**src/shared/relay_timer_pkg.sv**
```systemverilog
// Function
// - Short trigger still gives full-length pulse
// - Pulse ends at setpoint despite held trigger
// - Hold input freezes pulse elapsed time
// - Clear input zeroes time, contact off
// - Trigger still high after clear restarts pulse
// - Flashing offers symmetric and asymmetric ratio
// - First setpoint mark, second setpoint space
// - Symmetric equal phases, asymmetric set independently
// - Flash while trigger high, stop when low
// - Hold input freezes flash phase timer
// - Clear input resets flash timer, contact off
// - Retentive time survives power loss, stop
// - Started timer runs while section skipped
// - Steps 10 ms, 1 s, 1 min
// - Oversized setpoint saturates at range maximum
// - Fixed retentive subset, count is configuration
package relay_timer_pkg;
  localparam int unsigned CLK_HZ = 50_000_000;
  localparam int unsigned BASE_STEP_MS = 10;
  localparam int unsigned MS_PER_S = 1000;
  localparam int unsigned BASE_STEP_CYCLES = CLK_HZ / MS_PER_S * BASE_STEP_MS;
  localparam int unsigned STEPS_PER_SEC = 100;
  localparam int unsigned SEC_PER_MIN = 60;
  localparam int TW = 16;
  localparam logic [TW-1:0] SP_MAX_SEC = 16'h270F;
  localparam logic [TW-1:0] SP_MAX_CLOCK = 16'h176F;
  localparam int RET_SLOTS = 6;
  localparam int unsigned RET_SLOT [RET_SLOTS] = '{7, 8, 13, 14, 15, 16};
  localparam logic [2:0] NO_RANK = 3'h0;
  localparam logic [1:0] RESTORE_WAIT = 2'h2;
  localparam logic [1:0] RESTORE_LOAD = 2'h1;
  localparam logic [1:0] RESTORE_DONE = 2'h0;

  typedef enum logic [1:0] {
    MODE_PULSE = 2'h0,
    MODE_FLASH_SYM = 2'h1,
    MODE_FLASH_ASYM = 2'h2
  } relay_mode_t;

  typedef enum logic [1:0] {
    BASE_SEC = 2'h0,
    BASE_MIN_SEC = 2'h1,
    BASE_HR_MIN = 2'h2
  } time_base_t;

  typedef enum logic [2:0] {
    ST_IDLE = 3'h0,
    ST_PULSE = 3'h1,
    ST_DONE = 3'h3,
    ST_MARK = 3'h2,
    ST_SPACE = 3'h6
  } relay_state_t;

  typedef struct packed {
    logic valid;
    relay_state_t state;
    logic [TW-1:0] elapsed;
  } retain_word_t;

  function automatic logic [TW-1:0] clamp_setpoint(input logic [TW-1:0] sp, input time_base_t base);
    logic [TW-1:0] lim;
    lim = (base == BASE_SEC) ? SP_MAX_SEC : SP_MAX_CLOCK;
    return (sp > lim) ? lim : sp;
  endfunction

  function automatic logic [2:0] retain_rank(input int unsigned inst);
    logic [2:0] r;
    r = NO_RANK;
    for (int i = 0; i < RET_SLOTS; i++) begin
      if (RET_SLOT[i] == inst) begin
        r = 3'(i + 1);
      end
    end
    return r;
  endfunction
endpackage

```
**src/shared/time_tick_if.sv**
```systemverilog
`timescale 1ns/1ps
interface time_tick_if;
  logic step;
  logic sec;
  logic min;
  modport src (output step, output sec, output min);
  modport dst (input step, input sec, input min);
endinterface

```
**src/hdl/time_step_gen.sv**
```systemverilog
`timescale 1ns/1ps
module time_step_gen import relay_timer_pkg::*; #(
  parameter int unsigned STEP_CYCLES = BASE_STEP_CYCLES
) (
  input wire logic clk,
  input wire logic arst_n,
  time_tick_if.src tk
);
  localparam int CW = $clog2(STEP_CYCLES + 1);
  logic [CW-1:0] cyc, next_cyc;
  logic [6:0] steps, next_steps;
  logic [5:0] secs, next_secs;
  logic step_now, sec_now, min_now;

  // Free running: a timing start may fall anywhere inside the first step
  always_comb begin
    step_now = (cyc == CW'(STEP_CYCLES - 1));
    sec_now = step_now && (steps == 7'(STEPS_PER_SEC - 1));
    min_now = sec_now && (secs == 6'(SEC_PER_MIN - 1));
    next_cyc = step_now ? '0 : cyc + 1'b1;
    next_steps = steps;
    next_secs = secs;
    if (step_now) begin
      next_steps = sec_now ? '0 : steps + 1'b1;
    end
    if (sec_now) begin
      next_secs = min_now ? '0 : secs + 1'b1;
    end
  end

  always_ff @(posedge clk or negedge arst_n) begin
    if (!arst_n) begin
      cyc <= '0;
      steps <= '0;
      secs <= '0;
      tk.step <= 1'b0;
      tk.sec <= 1'b0;
      tk.min <= 1'b0;
    end else begin
      cyc <= next_cyc;
      steps <= next_steps;
      secs <= next_secs;
      tk.step <= step_now;
      tk.sec <= sec_now;
      tk.min <= min_now;
    end
  end
endmodule // time_step_gen

```
**src/hdl/retain_store.sv**
```systemverilog
`timescale 1ns/1ps
module retain_store #(
  parameter int W = 20,
  parameter int DEPTH = 6
) (
  input wire logic clk,
  input wire logic wr_en,
  input wire logic [$clog2(DEPTH)-1:0] addr,
  input wire logic [W-1:0] wr_data,
  output logic [W-1:0] rd_data
);
  // No reset on purpose: contents model the backed-up store across power loss
  logic [W-1:0] mem [DEPTH];

  always_ff @(posedge clk) begin
    if (wr_en) begin
      mem[addr] <= wr_data;
    end
    rd_data <= mem[addr];
  end
endmodule // retain_store

```
**src/hdl/pulse_flash_timing_relay.sv**
```systemverilog
`timescale 1ns/1ps
module pulse_flash_timing_relay import relay_timer_pkg::*; #(
  parameter int unsigned INSTANCE_NUM = 7,
  parameter int unsigned STEP_CYCLES = BASE_STEP_CYCLES
) (
  input wire logic CLK,
  input wire logic ARST_N,
  input wire logic RUN_MODE,
  input wire logic SECTION_SKIPPED,
  input wire logic TRIGGER_COIL_INPUT,
  input wire logic HOLD_COIL_INPUT,
  input wire logic CLEAR_COIL_INPUT,
  input wire logic [1:0] RELAY_MODE,
  input wire logic [1:0] TIME_BASE,
  input wire logic [TW-1:0] FIRST_TIME_SETPOINT,
  input wire logic [TW-1:0] SECOND_TIME_SETPOINT,
  input wire logic [2:0] RETAIN_COUNT,
  output logic SWITCH_CONTACT,
  output logic [TW-1:0] ELAPSED_TIME,
  output logic [TW-1:0] ON_PHASE_TIME,
  output logic [TW-1:0] OFF_PHASE_TIME,
  output logic RETENTIVE_ACTIVE
);
  localparam logic [2:0] RANK = retain_rank(INSTANCE_NUM);
  localparam logic [2:0] SLOT = (RANK == NO_RANK) ? NO_RANK : RANK - 3'h1;

  time_tick_if tk();

  time_step_gen #(.STEP_CYCLES(STEP_CYCLES)) u_step (
    .clk(CLK),
    .arst_n(ARST_N),
    .tk(tk)
  );

  retain_word_t saved;
  retain_word_t wr_word;
  logic wr_en;

  retain_store #(.W($bits(retain_word_t)), .DEPTH(RET_SLOTS)) u_store (
    .clk(CLK),
    .wr_en(wr_en),
    .addr(SLOT),
    .wr_data(wr_word),
    .rd_data(saved)
  );

  // Coil group: a skipped section keeps the last evaluated coil states
  logic trig, hold, clr;
  logic trig_keep, hold_keep, clr_keep;

  always_comb begin
    trig = SECTION_SKIPPED ? trig_keep : TRIGGER_COIL_INPUT;
    hold = SECTION_SKIPPED ? hold_keep : HOLD_COIL_INPUT;
    clr = SECTION_SKIPPED ? clr_keep : CLEAR_COIL_INPUT;
  end

  always_ff @(posedge CLK or negedge ARST_N) begin
    if (!ARST_N) begin
      trig_keep <= 1'b0;
      hold_keep <= 1'b0;
      clr_keep <= 1'b0;
    end else begin
      trig_keep <= trig;
      hold_keep <= hold;
      clr_keep <= clr;
    end
  end

  // Setpoint group
  relay_mode_t mode;
  time_base_t base;
  logic is_flash;
  logic [TW-1:0] sp_on, sp_off;
  logic ret_now;
  logic tick;

  always_comb begin
    mode = relay_mode_t'(RELAY_MODE);
    base = time_base_t'(TIME_BASE);
    is_flash = (mode == MODE_FLASH_SYM) || (mode == MODE_FLASH_ASYM);
    sp_on = clamp_setpoint(FIRST_TIME_SETPOINT, base);
    // Symmetric flashing reuses the mark time so both phases match exactly
    sp_off = (mode == MODE_FLASH_SYM) ? sp_on : clamp_setpoint(SECOND_TIME_SETPOINT, base);
    ret_now = (RANK != NO_RANK) && (RANK <= RETAIN_COUNT);
    unique case (base)
      BASE_SEC: tick = tk.step;
      BASE_MIN_SEC: tick = tk.sec;
      default: tick = tk.min;
    endcase
  end

  always_ff @(posedge CLK or negedge ARST_N) begin
    if (!ARST_N) begin
      ON_PHASE_TIME <= '0;
      OFF_PHASE_TIME <= '0;
      RETENTIVE_ACTIVE <= 1'b0;
    end else begin
      ON_PHASE_TIME <= sp_on;
      OFF_PHASE_TIME <= sp_off;
      RETENTIVE_ACTIVE <= ret_now;
    end
  end

  // Timing group
  relay_state_t state, next_state;
  logic [TW-1:0] next_elapsed;
  logic next_contact;
  logic [1:0] restore_cnt, next_restore;
  logic [TW-1:0] cur_sp;
  logic expired, count_en, live;
  logic [TW-1:0] bumped;

  always_comb begin
    cur_sp = (state == ST_SPACE) ? sp_off : sp_on;
    expired = ELAPSED_TIME >= cur_sp;
    count_en = tick && !hold;
    bumped = count_en ? ELAPSED_TIME + 16'h0001 : ELAPSED_TIME;
    live = (restore_cnt == RESTORE_DONE) && !clr && RUN_MODE;
    next_state = state;
    next_elapsed = ELAPSED_TIME;
    next_contact = SWITCH_CONTACT;
    next_restore = restore_cnt;
    if (restore_cnt != RESTORE_DONE) begin
      // Memory read data needs one edge after reset before it is valid
      next_restore = restore_cnt - 2'h1;
      if (restore_cnt == RESTORE_LOAD && RETENTIVE_ACTIVE && saved.valid) begin
        next_state = saved.state;
        next_elapsed = saved.elapsed;
        next_contact = (saved.state == ST_PULSE) || (saved.state == ST_MARK);
      end
    end else if (clr) begin
      next_state = ST_IDLE;
      next_elapsed = '0;
      next_contact = 1'b0;
    end else if (!RUN_MODE) begin
      next_contact = 1'b0;
      if (!RETENTIVE_ACTIVE) begin
        next_state = ST_IDLE;
        next_elapsed = '0;
      end
    end else begin
      unique case (state)
        ST_IDLE: begin
          next_elapsed = '0;
          // Level start: a trigger held across a clear release restarts here
          if (trig) begin
            next_state = is_flash ? ST_MARK : ST_PULSE;
            next_contact = 1'b1;
          end
        end
        ST_PULSE: begin
          // Trigger level ignored: a short trigger is lengthened
          next_contact = 1'b1;
          if (expired) begin
            next_state = ST_DONE;
            next_contact = 1'b0;
          end else begin
            next_elapsed = bumped;
          end
        end
        ST_DONE: begin
          next_contact = 1'b0;
          if (!trig) begin
            next_state = ST_IDLE;
            next_elapsed = '0;
          end
        end
        ST_MARK, ST_SPACE: begin
          if (!trig) begin
            next_state = ST_IDLE;
            next_elapsed = '0;
            next_contact = 1'b0;
          end else if (expired) begin
            next_state = (state == ST_MARK) ? ST_SPACE : ST_MARK;
            next_elapsed = '0;
            next_contact = (state == ST_SPACE);
          end else begin
            next_elapsed = bumped;
          end
        end
        default: begin
          next_state = ST_IDLE;
          next_elapsed = '0;
          next_contact = 1'b0;
        end
      endcase
    end
  end

  always_ff @(posedge CLK or negedge ARST_N) begin
    if (!ARST_N) begin
      state <= ST_IDLE;
      ELAPSED_TIME <= '0;
      SWITCH_CONTACT <= 1'b0;
      restore_cnt <= RESTORE_WAIT;
    end else begin
      state <= next_state;
      ELAPSED_TIME <= next_elapsed;
      SWITCH_CONTACT <= next_contact;
      restore_cnt <= next_restore;
    end
  end

  // Retained copy follows the live state once restore is over
  always_comb begin
    wr_en = RETENTIVE_ACTIVE && (restore_cnt == RESTORE_DONE);
    wr_word.valid = 1'b1;
    wr_word.state = state;
    wr_word.elapsed = ELAPSED_TIME;
  end
endmodule // pulse_flash_timing_relay

```
**config.mk**
```make
export PLATFORM = sky130hd
export DESIGN_NAME = pulse_flash_timing_relay
export DESIGN_NICKNAME = d
export VERILOG_FILES = /design/src/shared/relay_timer_pkg.sv /design/src/shared/time_tick_if.sv /design/src/hdl/time_step_gen.sv /design/src/hdl/retain_store.sv /design/src/hdl/pulse_flash_timing_relay.sv
export SDC_FILE = /design/constraint.sdc
export NUM_CORES = 1
export LEC_CHECK = 0
export BUFFER_PORTS_ARGS = -buffer_cell sky130_fd_sc_hd__buf_2
export CAP_MARGIN = 20
export CORE_MARGIN = 5
export CORE_UTILIZATION = 40
export DETAILED_ROUTE_END_ITERATION = 7
export HOLD_SLACK_MARGIN = 0.1
export PLACE_DENSITY = 0.57
export SYNTH_ARGS = -nofsm -noshare
export SYNTH_HDL_FRONTEND = slang
export SYNTH_SLANG_ARGS = --single-unit
```
**constraint.sdc**
```tcl
create_clock -name CLK -period 4.8 [get_ports CLK]
set_input_delay 0.24 -clock CLK [delete_from_list [all_inputs] [get_ports CLK]]
set_output_delay 0.24 -clock CLK [all_outputs]
set_load 0.05 [all_outputs]
```
==> flow_metrics.env, run 1 <==
export IMPL_path_clk_slew_ps=60
export IMPL_cts_buffers=17
export IMPL_crit_buf_inv=1
export IMPL_antenna_left=0
export IMPL_yosys_area_share_simple_pct=17.0
export IMPL_final_period_utilization_pct=93.3
export IMPL_min_from="HOLD_COIL_INPUT"
export IMPL_clock_path_buffers=2
export IMPL_fin_ws_ps=323
export IMPL_fp_coreArea_um2=15300
export IMPL_cts_root_buf="clkbuf_16"
export IMPL_io_pins=96
export IMPL_synth_xor_area_share_pct=3.47
export IMPL_status="finished, final reports clean"
export IMPL_critical_path_top_delay_family="simple AND/OR/NAND/NOR gates"
export IMPL_wl_per_cell_um=17.0
export IMPL_r2r_end="state[2]"
export IMPL_area_growth_syn_to_layout_pct=25.2
export IMPL_power_density_nw_per_um2=358
export IMPL_holdWs_ps=115
export IMPL_hold_end="hold_keep"
export IMPL_cts_tree="yes"
export IMPL_die_area_um2=18300
export IMPL_grt_usage_pct=18.1
export IMPL_synthesis_instances=586
export IMPL_synth_fa_ha_area_share_pct=6.08
export IMPL_regArea_um2=3280
export IMPL_diodes=0
export IMPL_arrival_ps=4780
export IMPL_die_height_um=135
export IMPL_antenna_found_initial=0
export IMPL_netlist_area_um2=6270
export IMPL_grt_pass1_vias=5087
export IMPL_skew_ps=11.5
export IMPL_drive_gt1_share_pct=22.1
export IMPL_die_x_um=135
export IMPL_fill_cells=1396
export IMPL_relSlewSlack_pct=29.8
export IMPL_peakVddDrop_uv=214
export IMPL_cts_sinks=131
export IMPL_ys_flop_type="dfrtp_1"
export IMPL_slowest_delay_ps=480
export IMPL_pre_cts_ws_ps=-58.8
export IMPL_reg2reg_from="state[1]"
export IMPL_tightest_slew_ps=1050
export IMPL_grt_max_degree=55
export IMPL_path_cells="buf_2 -> or2_1 -> ha_1 -> nor4b_1 -> nand3_1 -> o21a_2 -> or2_1 -> and2_1 -> a221o_1 -> ha_1 -> nand4_2 -> nor3_2 -> or4b_1 -> and3_4 -> a21boi_1 -> or3_4 -> mux2_4"
export IMPL_drc=0
export IMPL_reg2reg_depth=13
export IMPL_finalMaxSlewViolations=0
export IMPL_async_reset_ff_share_pct=71.0
export IMPL_synth_cell_type_count=67
export IMPL_crit_path_end_kind="flop"
export IMPL_cp_max_fo=6
export IMPL_dpl_hpwl_mm=11.3
export IMPL_initial_utilization_pct=41.0
export IMPL_start_kind="input pin"
export IMPL_muxShareOfSynthArea_pct=2.17
export IMPL_p_leak_nw=3.53
export IMPL_multi_input_area_um2=2750
export IMPL_htreeDepth=4
export IMPL_ys_seq_elements=131
export IMPL_dr_first_iter_drc_count=297
export IMPL_insertion_delay_ps=430
export IMPL_cap_violations=0
export IMPL_startpoint="TIME_BASE[1]"
export IMPL_slowest_stage="or4b_1"
export IMPL_min_path_cells=2
export IMPL_synth_top_family_by_area="simple AND/OR/NAND/NOR gates"
export IMPL_fmax_ghz=0.223
export IMPL_period_needed_ps=4480
export IMPL_via_count=4996
export IMPL_portBuffers=95
export IMPL_wl_mm=16.0
export IMPL_routabilityCongestion=0.838
export IMPL_hold_path_class="input pin to flop"
export IMPL_grt_ovfl_total=0
export IMPL_avgSynthCellArea_um2=10.7
export IMPL_fin_nets=789
export IMPL_hold_buffers=21
export IMPL_synth_edf_count=19
export IMPL_finalSetupViolCount=0
export IMPL_yosys_warnings=0
export IMPL_yosysSeqAreaShare_pct=52.3
export IMPL_firstDrtPassIters=6
export IMPL_reg2reg_slack_ps=710
export IMPL_synth_compound_area_share_pct=14.8
export IMPL_vias_per_cell=5.31
export IMPL_cts_resized=0
export IMPL_total_power_mw=2.81
export IMPL_worstSetupPathType="input pin to flop"
export IMPL_finalHoldViolCount=0
export IMPL_grt_pass1_wl_mm=26.1
export IMPL_num_rows=45
export IMPL_post_cts_buffers=0
export IMPL_cp_required_ps=5100
export IMPL_grt_setup_unrepaired="false"
export IMPL_postLayoutCoreUtil_pct=51.3
[registers in the layout (all words and copies together), names as in the netlist, 2 cells and up]
signal	count
u_step.cyc	19
u_store.rd_data	19
ON_PHASE_TIME	16
OFF_PHASE_TIME	16
u_step.secs	6
restore_cnt	2
u_store.mem	19
state	3
ELAPSED_TIME	16
u_step.steps	7
[worst reg2reg max path: cells and delay by family, from the launching register on]
family                     cells  cell delay (ps)
buffers and inverters          2              270
and+or+nand+nor                6             1860
DFF                            1              550
adders and majority gates      1              300
muxes                          2              480
AOI/OAI and AO/OA              2              510
[Yosys cell counts (11+ instances only)]
cell type   n  share of area (%)
dfrtp_1    92                 37
nand2_1    44                2.6
inv_1      36                2.2
o21ai_0    35                2.8
nor2_1     33                2.0
ha_1       27                5.4
nand3_1    21                1.7
a22o_1     20                2.8
dfxtp_1    19                6.1
edfxtp_1   19                9.1
a21oi_1    17                1.4
nand2b_1   17                1.7
o22ai_1    15                1.5
and2_1     13                1.3
nand4_1    12                1.2
xor2_1     12                1.7
clkbuf_1   11               0.66
xnor2_1    11                1.5
[layout make-up]
| cell class | count | area share, % |
|---|---|---|
| Sequential cell | 131 | 41.7 |
| Multi-Input combinational cell | 400 | 35.0 |
| Timing Repair Buffer | 128 | 10.2 |
| Clock buffer | 23 | 6.21 |
| Tap cell | 211 | 3.36 |
| Inverter | 38 | 1.85 |
| Clock inverter | 9 | 1.61 |
[metal layers]
metal  wire [um]  track usage (%)  up-vias
met5           0                0        -
met4         304             5.82        0
met2        7710             29.6      153
met3         784             4.79       25
li1            -                -     2383
met1        7230             23.4     2435
[cells by family after synthesis]
logic type                 after synthesis
buffers and inverters                   59
AOI/OAI and AO/OA                      132
xor gates and xnor gates                24
and+or+nand+nor                        195
adders and majority gates               31
muxes                                   12
DFF                                    131
other                                    2
[power breakdown]
group          internal, mW  leakage, nW  switching, mW
combinational         0.102         1.68          0.188
clock                 0.868        0.303          0.467
sequential             1.16         1.54         0.0215
[worst max-delay path by stage]
stage                       to  slack (ps)  cells past startpoint
2_1_floorplan         state[1]         250                     19
3_3_place_gp          state[1]          80                     17
3_5_place_dp          state[1]         -60                     17
4_1_cts               state[1]         380                     17
5_1_grt        ELAPSED_TIME[7]          70                     19
6_report              state[2]         320                     17
[cells in the final DEF, fill, tap and decap left out, drive strengths merged, types with 4 or more instances in the layout]
master | synthesis | layout
buf | 9 | 107
dfrtp | 92 | 92
nand2 | 44 | 44
inv | 38 | 38
o21ai | 36 | 36
nor2 | 33 | 33
ha | 27 | 27
clkbuf | 12 | 23
nand3 | 21 | 21
dlygate4sd3 | 0 | 21
a22o | 20 | 20
edfxtp | 19 | 19
dfxtp | 19 | 19
a21oi | 17 | 17
nand2b | 17 | 17
o22ai | 15 | 15
nand4 | 14 | 14
and2 | 13 | 13
xor2 | 12 | 12
xnor2 | 12 | 12
and3 | 11 | 11
nor3 | 11 | 11
o22a | 8 | 8
mux2i | 8 | 8
conb | 2 | 6
o32ai | 6 | 6
o41ai | 6 | 6
nor4b | 5 | 5
clkinv | 0 | 5
a22oi | 4 | 4
a21o | 4 | 4
or3 | 4 | 4
maj3 | 4 | 4
o21a | 4 | 4
nor4 | 4 | 4
mux2 | 4 | 4
[through the flow]
step	setup TNS, ps	cell area [um^2]	instances
3_5_place_dp	-116	7030	887
5_1_grt	0	7860	940
6_report	0	7860	940
4_1_cts	0	7860	940
2_1_floorplan	0	6290	590
3_3_place_gp	0	7030	887
No activity file was read; power rests on OpenSTA's default activity.
==> run 2: changes to the inputs <==
==> constraint.sdc (replaced) <==
create_clock -name CLK -period 4.8 [get_ports CLK]
set_input_delay 1.44 -clock CLK [delete_from_list [all_inputs] [get_ports CLK]]
set_output_delay 1.44 -clock CLK [all_outputs]
set_load 0.05 [all_outputs]
==> run 2 against run 1 <==
Against the previous run: the flow now finishes with violations (negative setup slack); routed wire length is 1.8% higher; utilization is 4.3 points higher; critical endpoint unchanged; first-iteration DRC count is 21% higher; final area is 8.3% higher; via count is 4.5% higher; largest cell class unchanged; clock skew is 5.2 ps lower; combinational power is 23% higher; critical path type unchanged; critical path depth is 2 higher; hold slack better by 220 ps; clock power is 9.7% lower; power is 2.2% lower; setup slack worse by 650 ps; largest power group unchanged.
==> flow_metrics.env, run 2 (synthesized netlist as in run 1, its figures left out) <==
export IMPL_tightest_slew_ps=1010
export IMPL_hold_path_class="flop to flop"
export IMPL_arrival_ps=5430
export IMPL_routabilityCongestion=0.827
export IMPL_period_needed_ps=5120
export IMPL_fp_coreArea_um2=15300
export IMPL_worstSetupPathType="input pin to flop"
export IMPL_fin_ws_ps=-324
export IMPL_cts_tree="yes"
export IMPL_path_clk_slew_ps=60
export IMPL_die_area_um2=18300
export IMPL_dr_first_iter_drc_count=358
export IMPL_cp_max_fo=9
export IMPL_num_rows=45
export IMPL_finalHoldViolCount=0
export IMPL_hold_buffers=0
export IMPL_cp_required_ps=5110
export IMPL_grt_usage_pct=18.2
export IMPL_wl_per_cell_um=16.4
export IMPL_top_regs="u_step.cyc (19), u_store.mem (19), u_store.rd_data (19)"
export IMPL_vias_per_cell=5.26
export IMPL_p_leak_nw=3.97
export IMPL_final_period_utilization_pct=107
export IMPL_initial_utilization_pct=41.0
export IMPL_fin_nets=841
export IMPL_finalMaxSlewViolations=0
export IMPL_skew_ps=6.23
export IMPL_diodes=0
export IMPL_wl_mm=16.3
export IMPL_clock_path_buffers=2
export IMPL_fmax_ghz=0.195
export IMPL_portBuffers=95
export IMPL_cts_buffers=17
export IMPL_final_cell_mix="dfrtp_1 (92), buf_2 (92), buf_4 (75)"
export IMPL_htreeDepth=4
export IMPL_io_pins=96
export IMPL_firstDrtPassIters=6
export IMPL_cts_root_buf="clkbuf_16"
export IMPL_grt_setup_unrepaired="true"
export IMPL_failed_checks="negative setup slack"
export IMPL_grt_pass1_vias=5269
export IMPL_power_density_nw_per_um2=323
export IMPL_area_growth_syn_to_layout_pct=35.6
export IMPL_die_x_um=135
export IMPL_crit_path_end_kind="flop"
export IMPL_design_area_um2=8510
export IMPL_via_count=5220
export IMPL_regArea_um2=3280
export IMPL_fill_cells=1366
export IMPL_antenna_found_initial=1
export IMPL_start_kind="input pin"
export IMPL_grt_ovfl_total=0
export IMPL_cts_sinks=131
export IMPL_insertion_delay_ps=420
export IMPL_multi_input_area_um2=3040
export IMPL_relSlewSlack_pct=32.4
export IMPL_peakVddDrop_uv=252
export IMPL_drive_gt1_share_pct=34.7
export IMPL_grt_pass1_wl_mm=26.3
export IMPL_antenna_left=0
export IMPL_dpl_hpwl_mm=11.3
export IMPL_drc=0
export IMPL_status="finished, violations left"
export IMPL_die_height_um=135
export IMPL_grt_max_degree=71
export IMPL_cap_violations=0
export IMPL_finalSetupViolCount=20
export IMPL_dpl_cell_area_um2=7420
export IMPL_total_power_mw=2.75
run 2: final timing paths:
path | slack [ps] | end | startpoint | depth (start not counted)
max in group asynchronous | 2800 | ON_PHASE_TIME[9] | ARST_N | 2
worst max register to register | 920 | state[2] | state[1] | 14
worst min register to register | 340 | u_store.rd_data[11] | u_store.mem[0][11] | 0
min in group asynchronous | 1150 | u_step.cyc[10] | ARST_N | 1
worst max-delay path | -320 | state[2] | TIME_BASE[1] | 19
worst min-delay path | 340 | u_store.rd_data[11] | u_store.mem[0][11] | 0
run 2: timing repair:
item,in CTS,in global routing
setup endpoints to repair,20,20
buffers inserted,16,4
pin swaps,18,33
gates resized for setup,35,42
gates cloned,2,1
run 2: final cells by class:
class,instances,area share (%)
well taps,211,3.10
clock buffers,25,6.07
repair buffers,180,14.2
clock inverters,7,0.559
inverters,38,1.73
flip-flops and latches,131,38.5
multi-input cells,400,35.8
run 2: worst max-delay path, cell delays in order:
cell,delay (ps)
buf_6,90
or2_4,290
buf_6,150
inv_6,80
buf_4,130
xnor2_2,120
nand3_2,130
o21a_4,240
or2_4,250
and2_4,170
buf_4,130
a221o_1,290
ha_1,300
nand4_1,90
or4b_4,530
and3_4,170
a21boi_4,140
or3_4,360
mux2_4,300
run 2: layer usage:
| layer | track usage, % | share of wire [%] | up-vias |
|---|---|---|---|
| li1 | - | - | 2488 |
| met1 | 23.2 | 43 | 2544 |
| met2 | 29.3 | 49 | 158 |
| met3 | 5.20 | 6.2 | 28 |
| met4 | 7.17 | 2.1 | 2 |
| met5 | 0 | 0.080 | - |
run 2: where the power goes:
group          internal (mW)  switching, mW  total (mW)
registers               1.16         0.0207        1.19
clock network          0.744          0.463        1.21
logic                  0.147          0.209       0.356
run 2: per-stage QoR:
stage	hold slack, ps	util (%)	instances	setup TNS, ps	setup slack (ps)
2_1_floorplan	323	-	590	-11360	-747
3_3_place_gp	324	48.5	937	-15980	-914
3_5_place_dp	328	48.5	937	-18310	-1050
4_1_cts	341	54.2	987	-4560	-316
5_1_grt	351	55.6	992	-9150	-496
6_report	340	55.6	992	-5010	-324
